--- src/hw/qpc_pkg.sv ---
// qpc_pkg: register map, field layout and shared types of the quad frame phase block.
// assumes a 12-bit byte address on the register port and 32-bit data words.
package qpc_pkg;

  localparam int DATA_W = 32;
  localparam int ADDR_W = 12;
  localparam int BUF_DEPTH = 2;

  // byte offsets
  localparam logic [ADDR_W-1:0] OFS_QUAD_CTRL = 12'h0f4;
  localparam logic [ADDR_W-1:0] OFS_FRAME_CMD = 12'h0f8;
  localparam logic [ADDR_W-1:0] OFS_FRAME_STAT = 12'h0fc;
  localparam logic [ADDR_W-1:0] OFS_PIN_SWAP = 12'h200;

  // quad_phase_control fields
  localparam int IAT_LSB = 0;
  localparam int ALEN_LSB = 2;
  localparam int ILEN_LSB = 8;
  localparam int WAIT_LSB = 11;
  localparam int STRETCH_BIT = 30;
  localparam logic [DATA_W-1:0] QCTRL_MASK = 32'h4000_fb3f;
  localparam logic [DATA_W-1:0] QCTRL_RESET = 32'h0000_0000;

  // pin_route_swap
  localparam logic [DATA_W-1:0] SWAP_MASK = 32'h0000_0001;
  localparam logic SWAP_RESET = 1'h0;

  // frame command and status
  localparam int CMD_START_BIT = 0;
  localparam int CMD_READ_BIT = 1;
  localparam int CMD_WORDS_LSB = 8;
  localparam logic [DATA_W-1:0] CMD_MASK = 32'h0000_ff02;
  localparam int STAT_BUSY_BIT = 0;
  localparam int STAT_UNDER_BIT = 1;
  localparam int STAT_OVER_BIT = 2;
  localparam int STAT_STALL_BIT = 3;

  // instr_addr_format codes
  localparam logic [1:0] IAT_BOTH_STD = 2'h0;
  localparam logic [1:0] IAT_ADDR_FRF = 2'h1;
  localparam logic [1:0] IAT_BOTH_FRF = 2'h2;

  // frame format codes
  localparam logic [1:0] FRF_STD = 2'h0;
  localparam logic [1:0] FRF_DUAL = 2'h1;
  localparam logic [1:0] FRF_QUAD = 2'h2;

  // instruction bits when not in quad mode, data word bits and the address length code limit
  localparam logic [6:0] STD_INSTR_BITS = 7'h08;
  localparam logic [6:0] WORD_BITS = 7'h20;
  localparam logic [3:0] ALEN_MAX = 4'h8;

  typedef enum logic [2:0] {ST_IDLE, ST_INSTR, ST_ADDR, ST_DUMMY, ST_DATA} qpc_state_t;

endpackage : qpc_pkg

--- src/hw/qpc_sync3.sv ---
// qpc_sync3: three-stage input synchroniser for pin inputs.
// assumes the inputs are asynchronous to clk_sys; output moves once stages two and three agree.
`timescale 1ns/100ps
module qpc_sync3 #(
  parameter int W = 4
) (
  input  wire logic         clk_sys,
  input  wire logic         rst,
  input  wire logic [W-1:0] din,
  output logic      [W-1:0] dout
);

  logic [W-1:0] stage1;
  logic [W-1:0] stage2;
  logic [W-1:0] stage3;
  logic [W-1:0] next_dout;

  // stage1 feeds stage2 only, to keep metastability contained
  always_comb begin
    next_dout = dout;
    if (stage2 == stage3) begin
      next_dout = stage3;
    end
  end

  always_ff @(posedge clk_sys or posedge rst) begin
    if (rst) begin
      stage1 <= '0;
      stage2 <= '0;
      stage3 <= '0;
      dout   <= '0;
    end else begin
      stage1 <= din;
      stage2 <= stage1;
      stage3 <= stage2;
      dout   <= next_dout;
    end
  end

endmodule : qpc_sync3

--- src/hw/qpc_pair_buf.sv ---
// qpc_pair_buf: two-entry buffer with valid and ready on both sides.
// assumes a same-clock source and sink; inReady is registered.
`timescale 1ns/100ps
module qpc_pair_buf #(
  parameter int W = 32
) (
  input  wire logic         clk_sys,
  input  wire logic         rst,
  input  wire logic         inValid,
  input  wire logic [W-1:0] inData,
  output logic              inReady,
  output logic              outValid,
  output logic      [W-1:0] outData,
  input  wire logic         outReady
);

  logic [W-1:0] mem [qpc_pkg::BUF_DEPTH];
  logic         wrPtr;
  logic         rdPtr;
  logic [1:0]   count;
  logic         next_wrPtr;
  logic         next_rdPtr;
  logic [1:0]   next_count;
  logic         push;
  logic         pop;

  assign outValid = (count != 2'h0);
  assign outData  = mem[rdPtr];

  always_comb begin
    push       = inValid && inReady;
    pop        = outValid && outReady;
    next_wrPtr = wrPtr ^ push;
    next_rdPtr = rdPtr ^ pop;
    next_count = count;
    if (push && !pop) begin
      next_count = count + 2'h1;
    end else if (pop && !push) begin
      next_count = count - 2'h1;
    end
  end

  always_ff @(posedge clk_sys or posedge rst) begin
    if (rst) begin
      wrPtr   <= 1'b0;
      rdPtr   <= 1'b0;
      count   <= 2'h0;
      inReady <= 1'b0;
    end else begin
      wrPtr   <= next_wrPtr;
      rdPtr   <= next_rdPtr;
      count   <= next_count;
      inReady <= (next_count != 2'h2);
    end
  end

  // storage needs no reset; count guards it
  always_ff @(posedge clk_sys) begin
    if (push) begin
      mem[wrPtr] <= inData;
    end
  end

endmodule : qpc_pair_buf

--- src/hw/qpc_frame_ctrl.sv ---
// qpc_frame_ctrl: instruction, address, dummy and data phase sequencer with clock stretching.
// assumes a simple strobe register port and an external flash on four io lanes.
`timescale 1ns/100ps
module qpc_frame_ctrl (
  input  wire logic        clk_sys,
  input  wire logic        rst,
  input  wire logic [11:0] regAddr,
  input  wire logic [31:0] regWrData,
  input  wire logic        regWrStb,
  input  wire logic        regRdStb,
  output logic      [31:0] regRdData,
  input  wire logic [1:0]  spiFrf,
  input  wire logic [15:0] instrCode,
  input  wire logic        txValid,
  input  wire logic [31:0] txData,
  output logic             txReady,
  output logic             rxValid,
  output logic      [31:0] rxData,
  input  wire logic        rxReady,
  output logic             sclk,
  output logic             csN,
  input  wire logic [3:0]  ioIn,
  output logic      [3:0]  ioOut,
  output logic      [3:0]  ioOeN,
  output logic             pinSwapSel,
  output logic             busy
);

  logic [31:0] qctrl;
  logic        cmdRead;
  logic [7:0]  cmdWords;
  logic        startReq;
  logic        clrUnder;
  logic        clrOver;
  logic [31:0] next_qctrl;
  logic        next_pinSwapSel;
  logic        next_cmdRead;
  logic [7:0]  next_cmdWords;
  logic        next_startReq;
  logic        next_clrUnder;
  logic        next_clrOver;
  logic [31:0] next_regRdData;

  qpc_pkg::qpc_state_t st;
  qpc_pkg::qpc_state_t next_st;
  qpc_pkg::qpc_state_t tgt;
  logic [6:0]  bitsLeft;
  logic [6:0]  next_bitsLeft;
  logic [31:0] shOut;
  logic [31:0] next_shOut;
  logic [31:0] shIn;
  logic [31:0] next_shIn;
  logic [2:0]  laneW;
  logic [2:0]  next_laneW;
  logic [7:0]  wordsLeft;
  logic [7:0]  next_wordsLeft;
  logic        startPend;
  logic        next_startPend;
  logic        rdDir;
  logic        next_rdDir;
  logic        rxPend;
  logic        next_rxPend;
  logic        under;
  logic        next_under;
  logic        over;
  logic        next_over;
  logic        stall;
  logic        next_stall;
  logic        next_sclk;
  logic        next_csN;
  logic        next_rxValid;
  logic [31:0] next_rxData;
  logic [3:0]  next_ioOut;
  logic [3:0]  next_ioOeN;
  logic        next_busy;

  logic        bufValid;
  logic [31:0] bufData;
  logic        bufPop;
  logic [3:0]  ioSync;

  logic [1:0]  instr_addr_format;
  logic [3:0]  alen;
  logic [1:0]  ilen;
  logic [4:0]  waitCnt;
  logic        stretch;
  logic        quad;
  logic [2:0]  frfLane;
  logic [6:0]  instrBits;
  logic [6:0]  addrBits;
  logic [6:0]  dummyBits;
  logic [2:0]  instrLane;
  logic [2:0]  addrLane;
  logic        doEnter;
  logic        endFrame;
  logic        hold;

  qpc_pair_buf #(.W(32)) u_txbuf (
    .clk_sys  (clk_sys),
    .rst      (rst),
    .inValid  (txValid),
    .inData   (txData),
    .inReady  (txReady),
    .outValid (bufValid),
    .outData  (bufData),
    .outReady (bufPop)
  );

  qpc_sync3 #(.W(4)) u_iosync (
    .clk_sys (clk_sys),
    .rst     (rst),
    .din     (ioIn),
    .dout    (ioSync)
  );

  // register file
  always_comb begin
    next_qctrl      = qctrl;
    next_pinSwapSel = pinSwapSel;
    next_cmdRead    = cmdRead;
    next_cmdWords   = cmdWords;
    next_startReq   = 1'b0;
    next_clrUnder   = 1'b0;
    next_clrOver    = 1'b0;
    next_regRdData  = 32'h0;
    if (regWrStb) begin
      case (regAddr)
        qpc_pkg::OFS_QUAD_CTRL: next_qctrl = regWrData & qpc_pkg::QCTRL_MASK;
        qpc_pkg::OFS_PIN_SWAP: next_pinSwapSel = regWrData[0];
        qpc_pkg::OFS_FRAME_CMD: begin
          next_cmdRead  = regWrData[qpc_pkg::CMD_READ_BIT];
          next_cmdWords = regWrData[qpc_pkg::CMD_WORDS_LSB +: 8];
          next_startReq = regWrData[qpc_pkg::CMD_START_BIT];
        end
        qpc_pkg::OFS_FRAME_STAT: begin
          next_clrUnder = regWrData[qpc_pkg::STAT_UNDER_BIT];
          next_clrOver  = regWrData[qpc_pkg::STAT_OVER_BIT];
        end
        default: ;
      endcase
    end
    if (regRdStb) begin
      case (regAddr)
        qpc_pkg::OFS_QUAD_CTRL: next_regRdData = qctrl;
        qpc_pkg::OFS_PIN_SWAP: next_regRdData = {31'h0, pinSwapSel};
        qpc_pkg::OFS_FRAME_CMD: next_regRdData = {16'h0, cmdWords, 6'h0, cmdRead, 1'b0};
        qpc_pkg::OFS_FRAME_STAT: next_regRdData = {28'h0, stall, over, under, busy};
        default: next_regRdData = 32'h0;
      endcase
    end
  end

  always_ff @(posedge clk_sys or posedge rst) begin
    if (rst) begin
      qctrl      <= qpc_pkg::QCTRL_RESET;
      pinSwapSel <= qpc_pkg::SWAP_RESET;
      cmdRead    <= 1'b0;
      cmdWords   <= 8'h0;
      startReq   <= 1'b0;
      clrUnder   <= 1'b0;
      clrOver    <= 1'b0;
      regRdData  <= 32'h0;
    end else begin
      qctrl      <= next_qctrl;
      pinSwapSel <= next_pinSwapSel;
      cmdRead    <= next_cmdRead;
      cmdWords   <= next_cmdWords;
      startReq   <= next_startReq;
      clrUnder   <= next_clrUnder;
      clrOver    <= next_clrOver;
      regRdData  <= next_regRdData;
    end
  end

  // configuration decode; software keeps it steady during a frame
  always_comb begin
    instr_addr_format     = qctrl[qpc_pkg::IAT_LSB +: 2];
    alen    = qctrl[qpc_pkg::ALEN_LSB +: 4];
    ilen    = qctrl[qpc_pkg::ILEN_LSB +: 2];
    waitCnt = qctrl[qpc_pkg::WAIT_LSB +: 5];
    stretch = qctrl[qpc_pkg::STRETCH_BIT];
    quad    = (spiFrf == qpc_pkg::FRF_QUAD);
    case (spiFrf)
      qpc_pkg::FRF_DUAL: frfLane = 3'h2;
      qpc_pkg::FRF_QUAD: frfLane = 3'h4;
      default: frfLane = 3'h1;
    endcase
    instrBits = qpc_pkg::STD_INSTR_BITS;
    if (quad) begin
      case (ilen)
        2'h0: instrBits = 7'h00;
        2'h1: instrBits = 7'h04;
        2'h2: instrBits = 7'h08;
        default: instrBits = 7'h10;
      endcase
    end
    // codes above 32 bits clamp: one queued word carries the address
    addrBits  = (alen > qpc_pkg::ALEN_MAX) ? qpc_pkg::WORD_BITS : {1'b0, alen, 2'b00};
    dummyBits = quad ? {2'b00, waitCnt} : 7'h00;
    // reserved format code falls back to single line
    instrLane = (instr_addr_format == qpc_pkg::IAT_BOTH_FRF) ? frfLane : 3'h1;
    addrLane  = (instr_addr_format == qpc_pkg::IAT_ADDR_FRF || instr_addr_format == qpc_pkg::IAT_BOTH_FRF) ?
                frfLane : 3'h1;
  end

  // phase sequencer
  always_comb begin
    next_st = st;
    next_bitsLeft = bitsLeft;
    next_shOut = shOut;
    next_shIn = shIn;
    next_laneW = laneW;
    next_wordsLeft = wordsLeft;
    next_startPend = startPend | startReq;
    next_rdDir = rdDir;
    next_rxPend = rxPend;
    next_sclk = sclk;
    next_csN = csN;
    next_rxValid = rxValid && !rxReady;
    next_rxData = rxData;
    next_stall = 1'b0;
    bufPop = 1'b0;
    doEnter = 1'b0;
    endFrame = 1'b0;
    hold = 1'b0;
    tgt = qpc_pkg::ST_DATA;
    next_under = under & ~clrUnder;
    next_over = over & ~clrOver;
    case (st)
      qpc_pkg::ST_IDLE: begin
        if (startPend && (addrBits == 7'h00 || bufValid)) begin
          next_startPend = startReq;
          next_csN = 1'b0;
          next_wordsLeft = cmdWords;
          next_rdDir = cmdRead;
          doEnter = 1'b1;
          tgt = (instrBits != 7'h00) ? qpc_pkg::ST_INSTR :
                (addrBits != 7'h00) ? qpc_pkg::ST_ADDR :
                (dummyBits != 7'h00) ? qpc_pkg::ST_DUMMY : qpc_pkg::ST_DATA;
        end
      end
      qpc_pkg::ST_INSTR, qpc_pkg::ST_ADDR, qpc_pkg::ST_DUMMY: begin
        next_sclk = !sclk;
        if (sclk) begin
          next_shOut = shOut << laneW;
          next_bitsLeft = bitsLeft - {4'h0, laneW};
          if (bitsLeft == {4'h0, laneW}) begin
            doEnter = 1'b1;
            if (st == qpc_pkg::ST_INSTR && addrBits != 7'h00) begin
              tgt = qpc_pkg::ST_ADDR;
            end else if (st != qpc_pkg::ST_DUMMY && dummyBits != 7'h00) begin
              tgt = qpc_pkg::ST_DUMMY;
            end
          end
        end
      end
      qpc_pkg::ST_DATA: begin
        if (!sclk && bitsLeft == 7'h00) begin
          if (rxPend) begin
            if (rxValid && !rxReady) begin
              if (stretch) begin
                hold = 1'b1;
              end else begin
                next_rxPend = 1'b0;
                next_over = 1'b1;
              end
            end else begin
              next_rxValid = 1'b1;
              next_rxData = shIn;
              next_rxPend = 1'b0;
            end
          end
          if (hold) begin
            next_stall = 1'b1;
          end else if (wordsLeft == 8'h00) begin
            endFrame = 1'b1;
          end else if (rdDir) begin
            next_bitsLeft = qpc_pkg::WORD_BITS;
            next_wordsLeft = wordsLeft - 8'h01;
            next_sclk = 1'b1;
          end else if (bufValid) begin
            bufPop = 1'b1;
            next_shOut = bufData;
            next_bitsLeft = qpc_pkg::WORD_BITS;
            next_wordsLeft = wordsLeft - 8'h01;
            next_sclk = 1'b1;
          end else if (stretch) begin
            next_stall = 1'b1;
          end else begin
            next_under = 1'b1;
            endFrame = 1'b1;
          end
        end else if (!sclk) begin
          next_sclk = 1'b1;
        end else begin
          next_sclk = 1'b0;
          next_shOut = shOut << laneW;
          next_shIn = (shIn << laneW) | {28'h0, laneW == 3'h4 ? ioSync :
                      laneW == 3'h2 ? {2'b00, ioSync[1:0]} : {3'b000, ioSync[1]}};
          next_bitsLeft = bitsLeft - {4'h0, laneW};
          if (bitsLeft == {4'h0, laneW} && rdDir) begin
            next_rxPend = 1'b1;
          end
        end
      end
      default: endFrame = 1'b1;
    endcase
    if (endFrame) begin
      next_st = qpc_pkg::ST_IDLE;
      next_csN = 1'b1;
      next_sclk = 1'b0;
    end
    if (doEnter) begin
      next_st = tgt;
      case (tgt)
        qpc_pkg::ST_INSTR: begin
          next_shOut = {instrCode, 16'h0000} << (7'h10 - instrBits);
          next_bitsLeft = instrBits;
          next_laneW = instrLane;
        end
        qpc_pkg::ST_ADDR: begin
          bufPop = 1'b1;
          next_shOut = bufData << (qpc_pkg::WORD_BITS - addrBits);
          next_bitsLeft = addrBits;
          next_laneW = addrLane;
        end
        qpc_pkg::ST_DUMMY: begin
          next_bitsLeft = dummyBits;
          next_laneW = 3'h1;
        end
        default: begin
          next_bitsLeft = 7'h00;
          next_laneW = frfLane;
        end
      endcase
    end
    // lanes float in dummy clocks, idle and read data
    next_ioOeN = 4'hf;
    next_ioOut = 4'h0;
    if (next_st == qpc_pkg::ST_INSTR || next_st == qpc_pkg::ST_ADDR ||
        (next_st == qpc_pkg::ST_DATA && !next_rdDir)) begin
      case (next_laneW)
        3'h4: begin next_ioOeN = 4'h0; next_ioOut = next_shOut[31:28]; end
        3'h2: begin next_ioOeN = 4'hc; next_ioOut = {2'b00, next_shOut[31:30]}; end
        default: begin next_ioOeN = 4'he; next_ioOut = {3'b000, next_shOut[31]}; end
      endcase
    end
    next_busy = (next_st != qpc_pkg::ST_IDLE) || next_startPend;
  end

  always_ff @(posedge clk_sys or posedge rst) begin
    if (rst) begin
      st <= qpc_pkg::ST_IDLE;
      bitsLeft <= 7'h00;
      shOut <= 32'h0;
      shIn <= 32'h0;
      laneW <= 3'h1;
      wordsLeft <= 8'h00;
      startPend <= 1'b0;
      rdDir <= 1'b0;
      rxPend <= 1'b0;
      under <= 1'b0;
      over <= 1'b0;
      stall <= 1'b0;
      sclk <= 1'b0;
      csN <= 1'b1;
      rxValid <= 1'b0;
      rxData <= 32'h0;
      ioOut <= 4'h0;
      ioOeN <= 4'hf;
      busy <= 1'b0;
    end else begin
      st <= next_st;
      bitsLeft <= next_bitsLeft;
      shOut <= next_shOut;
      shIn <= next_shIn;
      laneW <= next_laneW;
      wordsLeft <= next_wordsLeft;
      startPend <= next_startPend;
      rdDir <= next_rdDir;
      rxPend <= next_rxPend;
      under <= next_under;
      over <= next_over;
      stall <= next_stall;
      sclk <= next_sclk;
      csN <= next_csN;
      rxValid <= next_rxValid;
      rxData <= next_rxData;
      ioOut <= next_ioOut;
      ioOeN <= next_ioOeN;
      busy <= next_busy;
    end
  end
endmodule : qpc_frame_ctrl

--- config.mk ---
export PLATFORM = sky130hd
export DESIGN_NAME = qpc_frame_ctrl
export DESIGN_NICKNAME = d
export VERILOG_FILES = /design/src/hw/qpc_pkg.sv /design/src/hw/qpc_sync3.sv /design/src/hw/qpc_pair_buf.sv /design/src/hw/qpc_frame_ctrl.sv
export SDC_FILE = /design/constraint.sdc
export NUM_CORES = 1
export LEC_CHECK = 0
export BUFFER_PORTS_ARGS = -buffer_cell sky130_fd_sc_hd__buf_2
export CAP_MARGIN = 20
export CORE_ASPECT_RATIO = 0.5
export CORE_UTILIZATION = 59
export DETAILED_ROUTE_END_ITERATION = 8
export PLACE_DENSITY = 0.85
export SLEW_MARGIN = 20
export SYNTH_ARGS = -nofsm -noshare
export SYNTH_HDL_FRONTEND = slang
export SYNTH_SLANG_ARGS = --single-unit
--- constraint.sdc ---
create_clock -name clk_sys -period 6.8 [get_ports clk_sys]
set_input_delay 0.68 -clock clk_sys [delete_from_list [all_inputs] [get_ports clk_sys]]
set_output_delay 0.68 -clock clk_sys [all_outputs]
set_load 0.02 [all_outputs]
Yosys cells after proc, flatten, opt, wreduce, memory -nomap -nowiden
Memory sizes are Yosys's and may differ from the RTL's.
Cells that the tools add are included.
{ "classes": {"addsub": 6, "magnitude_cmp": 1, "eq_ne": 39, "shift": 4, "muxes": 126, "n_bitwise": 10, "reduce_logical": 50} }
{ "ops": {"columns": ["operator", "count"], "rows": [
  ["32-bit two-way mux", 7],
  ["32-bit one-hot mux with 2 select lines", 2],
  ["31-bit one-hot mux with 4 select lines", 1],
  ["1-bit two-way mux", 68],
  ["32-bit by 3-bit << shifter with 32-bit output", 2],
  ["32-bit by 7-bit << shifter with 32-bit output", 2],
  ["7-bit two-way mux", 7],
  ["8-bit two-way mux", 6],
  ["3-bit two-way mux", 13],
  ["12-bit by 8-bit == test with 1-bit output, second input constant", 3],
  ["32-bit by 4-bit OR with 32-bit output", 1],
  ["31-bit two-way mux", 1],
  ["3-bit by 2-bit == test with 1-bit output, second input constant", 7],
  ["7-bit nonzero test", 3],
  ["6-bit one-hot mux with 3 select lines", 1],
  ["4-bit != test, second input constant", 4],
  ["4-bit one-hot mux with 2 select lines", 2],
  ["8-bit one-hot mux with 2 select lines", 1],
  ["5-bit one-hot mux with 3 select lines", 1],
  ["7-bit zero test", 2],
  ["7-bit one-hot mux with 2 select lines", 1],
  ["12-bit by 10-bit == test with 1-bit output, second input constant", 1],
  ["3-bit == test, second input constant", 4],
  ["4-bit two-way mux", 3],
  ["other kinds (40)", 93]
]} }
{ "word_totals": {"reg_bits": 215, "mem_bits_rw": 64, "out_inout_bits": 78, "mem_count": 1} }
{ "memory_table": {"columns": ["memory", "words", "word_bits", "read_ports", "rd_clocked_by_memory_dff", "wr", "line_no", "source"], "rows": [
  ["u_txbuf.mem", 2, 32, 1, 0, 1, "qpc_pair_buf.sv:17", "logic [W-1:0] mem [qpc_pkg::BUF_DEPTH];"]
]} }

Logic depth before layout (Yosys ltp)
Gate-level depths: netlist (run 1).
{ "logic_depth": {"ltp_word": 17, "ltp_mapped": 17, "ltp_nobuf": 14} }

By module
A second synthesis (run 1) with hierarchy kept.
{ "hier_totals": {"cells_unflattened": 1487, "hier_area_um2": 14958.1} }
{ "by_module_without_submodules": {"columns": ["mod", "n_inst", "cells_per_inst", "area_each_um2"], "rows": [
  ["qpc_frame_ctrl", 1, 1331, 11813.8],
  ["qpc_pair_buf", 1, 130, 2647.5],
  ["qpc_sync3", 1, 26, 496.7]
]} }

Worst setup path before layout (run 1)
No wires, ideal clock.
{ "synth_timing": {"kind": "register to register", "start": "register qctrl[2]", "end": "register ioOut[0]", "t_arrival_ns": 3.797, "required_ns": 6.718, "setup_slack_ns": 2.921, "path_stages_with_launch": 17, "synth_period_minus_slack_ns": 3.879, "path_cell_list": "dfrtp_1 nor2b_1 clkinv_1 clkbuf_1 clkbuf_1 ha_1 buf_2 nor3b_1 o21ai_1 clkbuf_1 or3b_1 clkbuf_1 nor2_1 a32oi_1 a22oi_2 o221ai_1 a31oi_1"} }
{ "synth_rtl": {"columns": ["item", "line_no", "source"], "rows": [
  ["start, declared", "qpc_frame_ctrl.sv:29", "logic [31:0] qctrl;"],
  ["start signal, assigned", "qpc_frame_ctrl.sv:155", "qctrl <= qpc_pkg::QCTRL_RESET;"],
  ["start signal, assigned", "qpc_frame_ctrl.sv:164", "qctrl <= next_qctrl;"],
  ["4-bit > comparator", "qpc_frame_ctrl.sv:198", "addrBits = (alen > qpc_pkg::ALEN_MAX) ? qpc_pkg::WORD_BITS : {1'b0, alen, 2'b00};"],
  ["6-bit two-way mux (*)", "qpc_frame_ctrl.sv:198", null],
  ["parallel branches: the longest is 8 deep, another holds 6-bit by 6-bit subtractor with 7-bit output", null, null],
  ["32-bit two-way mux (*)", "qpc_frame_ctrl.sv:313", "if (doEnter) begin"],
  ["named net next_shOut[31]", "qpc_frame_ctrl.sv:50", "logic [31:0] next_shOut;"],
  ["4-bit one-hot mux with 2 select lines (*)", "qpc_frame_ctrl.sv:342", "case (next_laneW)"],
  ["4-bit two-way mux (*)", "qpc_frame_ctrl.sv:340", "if (next_st == qpc_pkg::ST_INSTR || next_st == qpc_pkg::ST_ADDR ||"],
  ["named net next_ioOut[0]", "qpc_frame_ctrl.sv:73", "logic [3:0] next_ioOut;"],
  ["end signal, assigned", "qpc_frame_ctrl.sv:389", "ioOut <= next_ioOut;"],
  ["end, declared", "qpc_frame_ctrl.sv:23", "output logic [3:0] ioOut,"]
]} }
Mark *: on every way through the listed nets, which the timed path passes.
A chain may end at the register's enable or synchronous reset.

Worst setup path in the final report (run 1)
{ "layout_timing": {"start": "register qctrl[5]", "end": "register shOut[2]"} }
{ "layout_between": {"elab_chain_len": 11} }
{ "layout_lines": {"columns": ["item", "line_no", "source"], "rows": [
  ["4-bit > comparator", "qpc_frame_ctrl.sv:198", null],
  ["6-bit two-way mux (*)", "qpc_frame_ctrl.sv:198", null],
  ["parallel branches: the longest is 8 deep, another holds 6-bit by 6-bit subtractor with 7-bit output", null, null],
  ["32-bit two-way mux (*)", "qpc_frame_ctrl.sv:313", null],
  ["named net next_shOut[2]", "qpc_frame_ctrl.sv:50", null],
  ["end signal, assigned", "qpc_frame_ctrl.sv:375", "shOut <= next_shOut;"],
  ["end, declared", "qpc_frame_ctrl.sv:49", "logic [31:0] shOut;"]
]} }
Marks and branches as above.

==> run_results.csv, run 1 <==
group,metric,value,unit
clock_tree,cts-root-buf,"clkbuf_16",
floorplan,core_area,24100,µm²
grt,antenna_found_initial,0,
clock_tree,insertion_delay,530,ps
place,portBuffers,147,
detailed_routing,drc,0,
place,place_ws,2380,ps
floorplan,rows,40,
sta,fin_skew,12.4,ps
finish,nets,1606,
place,hpwl,29.0,mm
finish,layout.cells.non_filler,1840,
finish,syn_to_final_growth,12.2,%
worst_hold_path,hold_class,"input pin to asynchronous set/reset pin",
floorplan,start_util,60.4,%
sta,hold_viol,0,
detailed_routing,vias,12100,
logic_synthesis,synth_top_area_share,33.0,%
logic_synthesis,syn_area,14500,µm²
finish,stdcell_area,16300,µm²
detailed_routing,drt-vias-per-instance,6.60,
pwr,peakVddDrop,194,µV
clock_tree,cts_tree,"yes",
clock_tree,cts_max_path_buffers,3,
place,gp_congestion,1.03,
pwr,leakage,6.95,nW
floorplan,die_area,25300,µm²
sta,worst_pin_slew,1130,ps
finish,antenna_cells,0,
floorplan,die_h,113,µm
floorplan,ios,182,
sta,setup_tns,0,ps
logic_synthesis,yosys_warnings,0,
finish,regArea,6870,µm²
run,max-cap-violations,0,
detailed_routing,first_pass_iters,5,
worst_setup_path,arrival,4980,ps
worst_setup_path,critPathLaunchType,"register",
sta,slew_viol_final,0,
logic_synthesis,ys_top_cells_by_area,"dfrtp_1 33%, edfxtp_1 13%, mux2i_1 5.6%, mux4_2 5.6%, mux2_2 5.2%",
sta,rsz0062_at_grt,"no",
finish,multi_input_area,7120,µm²
place,post-place-cells,1796,
logic_synthesis,ys_seq_area_share,47.2,%
logic_synthesis,synth_flop_cell,"dfrtp_1",
sta,hold_ws,208,ps
logic_synthesis,synthArstFlopShare,75.5,%
sta,setup_ws,2270,ps
logic_synthesis,synthDistinctLibCells,87,
worst_setup_path,timing.rr.start,"qctrl[5]",
grt,grt_pass1_vias,11600,
detailed_routing,ant_nets,0,
clock_tree,path_clk_slew,70,ps
logic_synthesis,avgSynthCellArea,10.5,µm²
worst_setup_path,worst_setup_path_end_kind,"register",
worst_setup_path,setup.worst_path.start,"qctrl[5]",
sta,slew_headroom,24.7,%
clock_tree,cts-resized-gates,0,
finish,final_cell_mix,"189 x dfrtp_1, 147 x buf_2, 137 x nand2_1",
grt,gr-total-overflow,0,
grt,grt_pass1_wl,64.4,mm
detailed_routing,wl_per_cell,22.3,µm
pwr,cellPowerDensity,339,nW/µm²
logic_synthesis,synth_edf_count,64,
worst_setup_path,required,7250,ps
grt,grt_use_total,32.7,%
detailed_routing,wl,41.1,mm
floorplan,die_width,224,µm
place,post_dp_cell_area,15400,µm²
clock_tree,clock-sinks,261,
sta,max_freq,221,MHz
logic_synthesis,syn_inst,1385,
worst_setup_path,worstSetupPathType,"register to register",
clock_tree,cts_inserted_buffers,24,
outcome,status,"complete, no violations",
finish,drive_gt1_share,22.9,%
finish,final_common_cell,"dfrtp_1",
logic_synthesis,synth_top_area_cell,"dfrtp_1",
sta,period_share,66.7,%
finish,fill_cells,1805,
grt,grt_max_degree,112,
clock_tree,cts_max_level,1,
logic_synthesis,ys_ff_latch,261,
clock_tree,cts_setup_buffers,0,
detailed_routing,drt-initial-drc-count,1667,
clock_tree,holdBufCountCts,0,
sta,finalSetupViolations,0,
sta,period_minus_slack,4530,ps
worst_setup_path,cp_max_fo,27,
[layer usage]
layer / GRT usage (%) / wire length (µm) / vias to the layer above
met1: 45.8 / 17100 / 5947
met3: 7.58 / 4150 / 94
met2: 51.8 / 18700 / 712
met4: 8.86 / 1120 / 0
li1: - / - / 5393
met5: 0 / 0 / -
[per-stage QoR]
step                      total power [mW]  util, %
after floorplan                       3.48        -
after global placement                3.92     64.1
after detailed placement              3.99     64.1
after CTS                             5.48     67.7
after global routing                  5.78     67.8
final                                 5.53     67.8
[critical path: stages (launching register included)]
cell,delay (ps)
dfrtp_1,490
nor2b_1,710
clkinv_1,150
buf_4,260
ha_1,310
nor3b_1,170
buf_4,180
or3_1,380
a21o_1,240
a211oi_2,200
buf_4,240
nand3_1,300
nor2_2,410
nand2_1,190
o22ai_1,200
[cell families after synthesis]
family,share of synthesized area (%)
xor gates and xnor gates,0.843
other,0.0258
AOI/OAI and AO/OA,17.1
and+or+nand+nor,12.0
buffers and inverters,4.38
muxes,16.9
adders and majority gates,1.57
DFF,47.2
[power breakdown]
part | total [mW] | switching, mW | internal [mW] | leakage, nW
registers | 2.17 | 0.281 | 1.88 | 3.19
clock network | 1.50 | 0.615 | 0.882 | 0.416
logic | 1.86 | 1.09 | 0.768 | 3.35
[area by class of cell]
type / count / share of cell area (%)
Multi-Input combinational cell: 994 / 43.6
Sequential cell: 261 / 42.1
Timing Repair Buffer: 168 / 5.50
Clock buffer: 31 / 4.05
Tap cell: 336 / 2.58
Clock inverter: 13 / 1.26
Inverter: 37 / 0.897
[flip-flops by register name, indices dropped and copies added, names as in the netlist, 2 cells and up]
register         flops
shOut               32
cmdWords             8
shIn                32
st                   3
wordsLeft            8
u_txbuf.count        2
bitsLeft             7
regRdData           15
ioOeN                3
rxData              32
u_iosync.stage3      4
qctrl               14
u_iosync.stage2      4
u_txbuf.mem         64
u_iosync.stage1      4
u_iosync.dout        4
laneW                3
ioOut                4
[Yosys cell counts, types with 7 or more instances]
| cell type | instances |
|---|---|
| o22ai_1 | 42 |
| dfrtp_1 | 192 |
| inv_1 | 32 |
| buf_4 | 18 |
| mux2i_1 | 81 |
| a21oi_1 | 66 |
| o32ai_1 | 7 |
| a221o_1 | 9 |
| a22oi_1 | 23 |
| edfxtp_1 | 64 |
| nor2_1 | 121 |
| a22o_1 | 8 |
| mux2_2 | 67 |
| nor2b_1 | 13 |
| a211oi_1 | 20 |
| ha_1 | 15 |
| and2_1 | 7 |
| a21o_1 | 10 |
| nand2_1 | 137 |
| clkbuf_1 | 68 |
| and3_1 | 11 |
| nand3_1 | 17 |
| xnor2_1 | 13 |
| a31oi_1 | 30 |
| a221oi_1 | 10 |
| o211ai_1 | 9 |
| buf_1 | 16 |
| nor3_1 | 28 |
| o21ai_0 | 76 |
| mux4_2 | 36 |
[worst paths after layout]
kind                            cells past startpoint  slack, ps                  to
worst max-delay path                               14       2270            shOut[2]
min in group clk_sys                                1        260  u_iosync.stage1[3]
worst min register to register                      0        350  u_iosync.stage2[0]
worst max register to register                     14       2270            shOut[2]
max in group asynchronous                           3       5400           rxData[0]
worst min-delay path                                2        210            ioOut[2]
Note: power is estimated with default switching activity, not from simulation.
==> run 2, diff against run 1 <==
- CORE_UTILIZATION: 59 -> 53
- PLACE_DENSITY: 0.85 -> 0.81
- clock period: 6.8 -> 4 ns (I/O delays scaled with it)
==> run 2 against run 1 <==
Compared with the run above: sequential power up 66%; largest cell class unchanged; final area up 1.0%; critical path depth down 2; clock skew up 7.4 ps; largest power group unchanged; sequential share of layout area down 0.43 points; power up 66%.
==> run_results.csv, run 2 (synthesized netlist as in run 1, its figures left out) <==
group,metric,value,unit
outcome,status,"complete, no violations",
clock_tree,insertion_delay,550,ps
detailed_routing,wl_per_cell,22.0,µm
detailed_routing,drt-vias-per-instance,6.41,
finish,nets,1631,
grt,gr-total-overflow,0,
floorplan,die_area,28100,µm²
grt,grt_max_degree,198,
worst_setup_path,slowest_delay,550,ps
sta,max_freq,268,MHz
clock_tree,cts_inserted_buffers,24,
detailed_routing,first_pass_iters,5,
finish,final_common_cell,"dfrtp_1",
worst_setup_path,path_buf_inv,2,
grt,grt_pass1_vias,11700,
place,portBuffers,147,
detailed_routing,ant_nets,0,
sta,setup_tns,0,ps
pwr,peakVddDrop,337,µV
sta,hold_ws,6.67,ps
clock_tree,cts_max_level,1,
clock_tree,clock-sinks,261,
worst_hold_path,hold_class,"input pin to asynchronous set/reset pin",
worst_setup_path,cp_max_fo,9,
floorplan,die_h,119,µm
finish,fill_cells,2157,
finish,regMostFlops,"u_txbuf.mem",
sta,rsz0062_at_grt,"no",
finish,drive_gt1_share,23.6,%
grt,grt_pass1_wl,65.5,mm
detailed_routing,vias,12000,
detailed_routing,wl,41.4,mm
pwr,leakage,7.06,nW
worst_setup_path,required,4440,ps
worst_setup_path,worstSetupPathType,"register to register",
sta,slew_headroom,31.2,%
detailed_routing,drc,0,
run,max-cap-violations,0,
detailed_routing,drt-initial-drc-count,1340,
finish,syn_to_final_growth,13.4,%
sta,hold_viol,0,
floorplan,die_width,236,µm
worst_setup_path,critical_path.top_delay_family,"simple AND/OR/NAND/NOR gates",
sta,period_minus_slack,3740,ps
clock_tree,cts_max_path_buffers,3,
sta,worst_pin_slew,1030,ps
place,hpwl,29.8,mm
floorplan,core_area,26700,µm²
finish,antenna_cells,0,
sta,slew_viol_final,0,
grt,antenna_found_initial,0,
worst_setup_path,arrival,4170,ps
worst_setup_path,critPathLaunchType,"register",
sta,finalSetupViolations,0,
place,gp_congestion,1.00,
floorplan,ios,182,
clock_tree,cts_setup_buffers,0,
worst_setup_path,worst_setup_path_end_kind,"register",
finish,largest_reg_flops,64,
clock_tree,path_clk_slew,80,ps
clock_tree,cts-root-buf,"clkbuf_16",
floorplan,rows,42,
worst_setup_path,slowest_stage,"dfrtp_1",
sta,fin_skew,19.8,ps
sta,period_share,93.4,%
floorplan,start_util,54.5,%
grt,grt_use_total,29.5,%
pwr,cellPowerDensity,558,nW/µm²
clock_tree,cts_tree,"yes",
worst_setup_path,crit_chain,"inv_1, nand2_1, ha_1, nor3b_4, o21ai_1, buf_4, or3b_1, nor2_1, a32oi_1, a22oi_2, o221ai_1, a31oi_1",
finish,final_cell_mix,"189 x dfrtp_1, 147 x buf_2, 137 x nand2_1",
==> run 2: cell types whose count changed in the layout (fill, tap and decap cells not counted), moves of 3 or more <==
cell           change
dlygate4sd3_1      +4
clkinv_2           +4
clkbuf_8           +3
buf_4             +20
bufinv_16          -4
==> run 2: final timing paths <==
path,to,cells after the start,from,slack (ps)
hold reg to reg,u_iosync.stage2[3],0,u_iosync.stage1[3],350
min in group clk_sys,u_txbuf.mem[1][24],1,txData[24],50
max in group asynchronous,u_txbuf.rdPtr,4,rst,3090
hold / removal,shOut[25],3,rst,7
setup reg to reg,ioOut[0],12,qctrl[5],260
setup / recovery,ioOut[0],12,qctrl[5],260
==> run 2: layout make-up <==
cell class | count | area, µm² | share of cell area [%]
multi-input cells | 994 | 7120 | 43.2
flip-flops and latches | 261 | 6870 | 41.6
repair buffers | 193 | 1120 | 6.82
clock buffers | 35 | 724 | 4.39
well taps | 352 | 440 | 2.67
inverters | 37 | 143 | 0.865
clock inverters | 9 | 70.1 | 0.425
==> run 2: layer usage <==
metal	vias to the layer above	track usage [%]	part of all wire [%]
met5	-	0	0
met4	0	9.94	3.2
met3	92	7.02	8.5
met2	611	46.3	46
met1	5935	40.5	43
li1	5411	-	-
==> run 2: tightest hold or removal path: cells and delay by family <==
family   cells  cell delay (ps)
buf+inv      3              590
==> run 2: power by group <==
part | internal, mW | switching, mW
Combinational | 1.34 | 1.92
Clock | 1.32 | 1.02
Sequential | 3.21 | 0.390
==> run 2: metrics by stage <==
stage	total power [mW]	util, %	instances	setup slack [ps]	cell area [µm²]
detailed placement	6.80	58.5	1832	21.5	15600
global route	9.65	61.8	1881	82.7	16500
floorplan	5.92	-	1401	121	14600
CTS	9.15	61.6	1880	304	16500
global placement	6.70	58.5	1832	166	15600
finish	9.20	61.8	1881	264	16500
==> run 2: timing repair <==
item,4_1_cts,5_1_grt
setup endpoints to repair,1,1
gates cloned,0,0
resized for setup,1,1
hold buffers,4,0
hold endpoints to repair,4,0
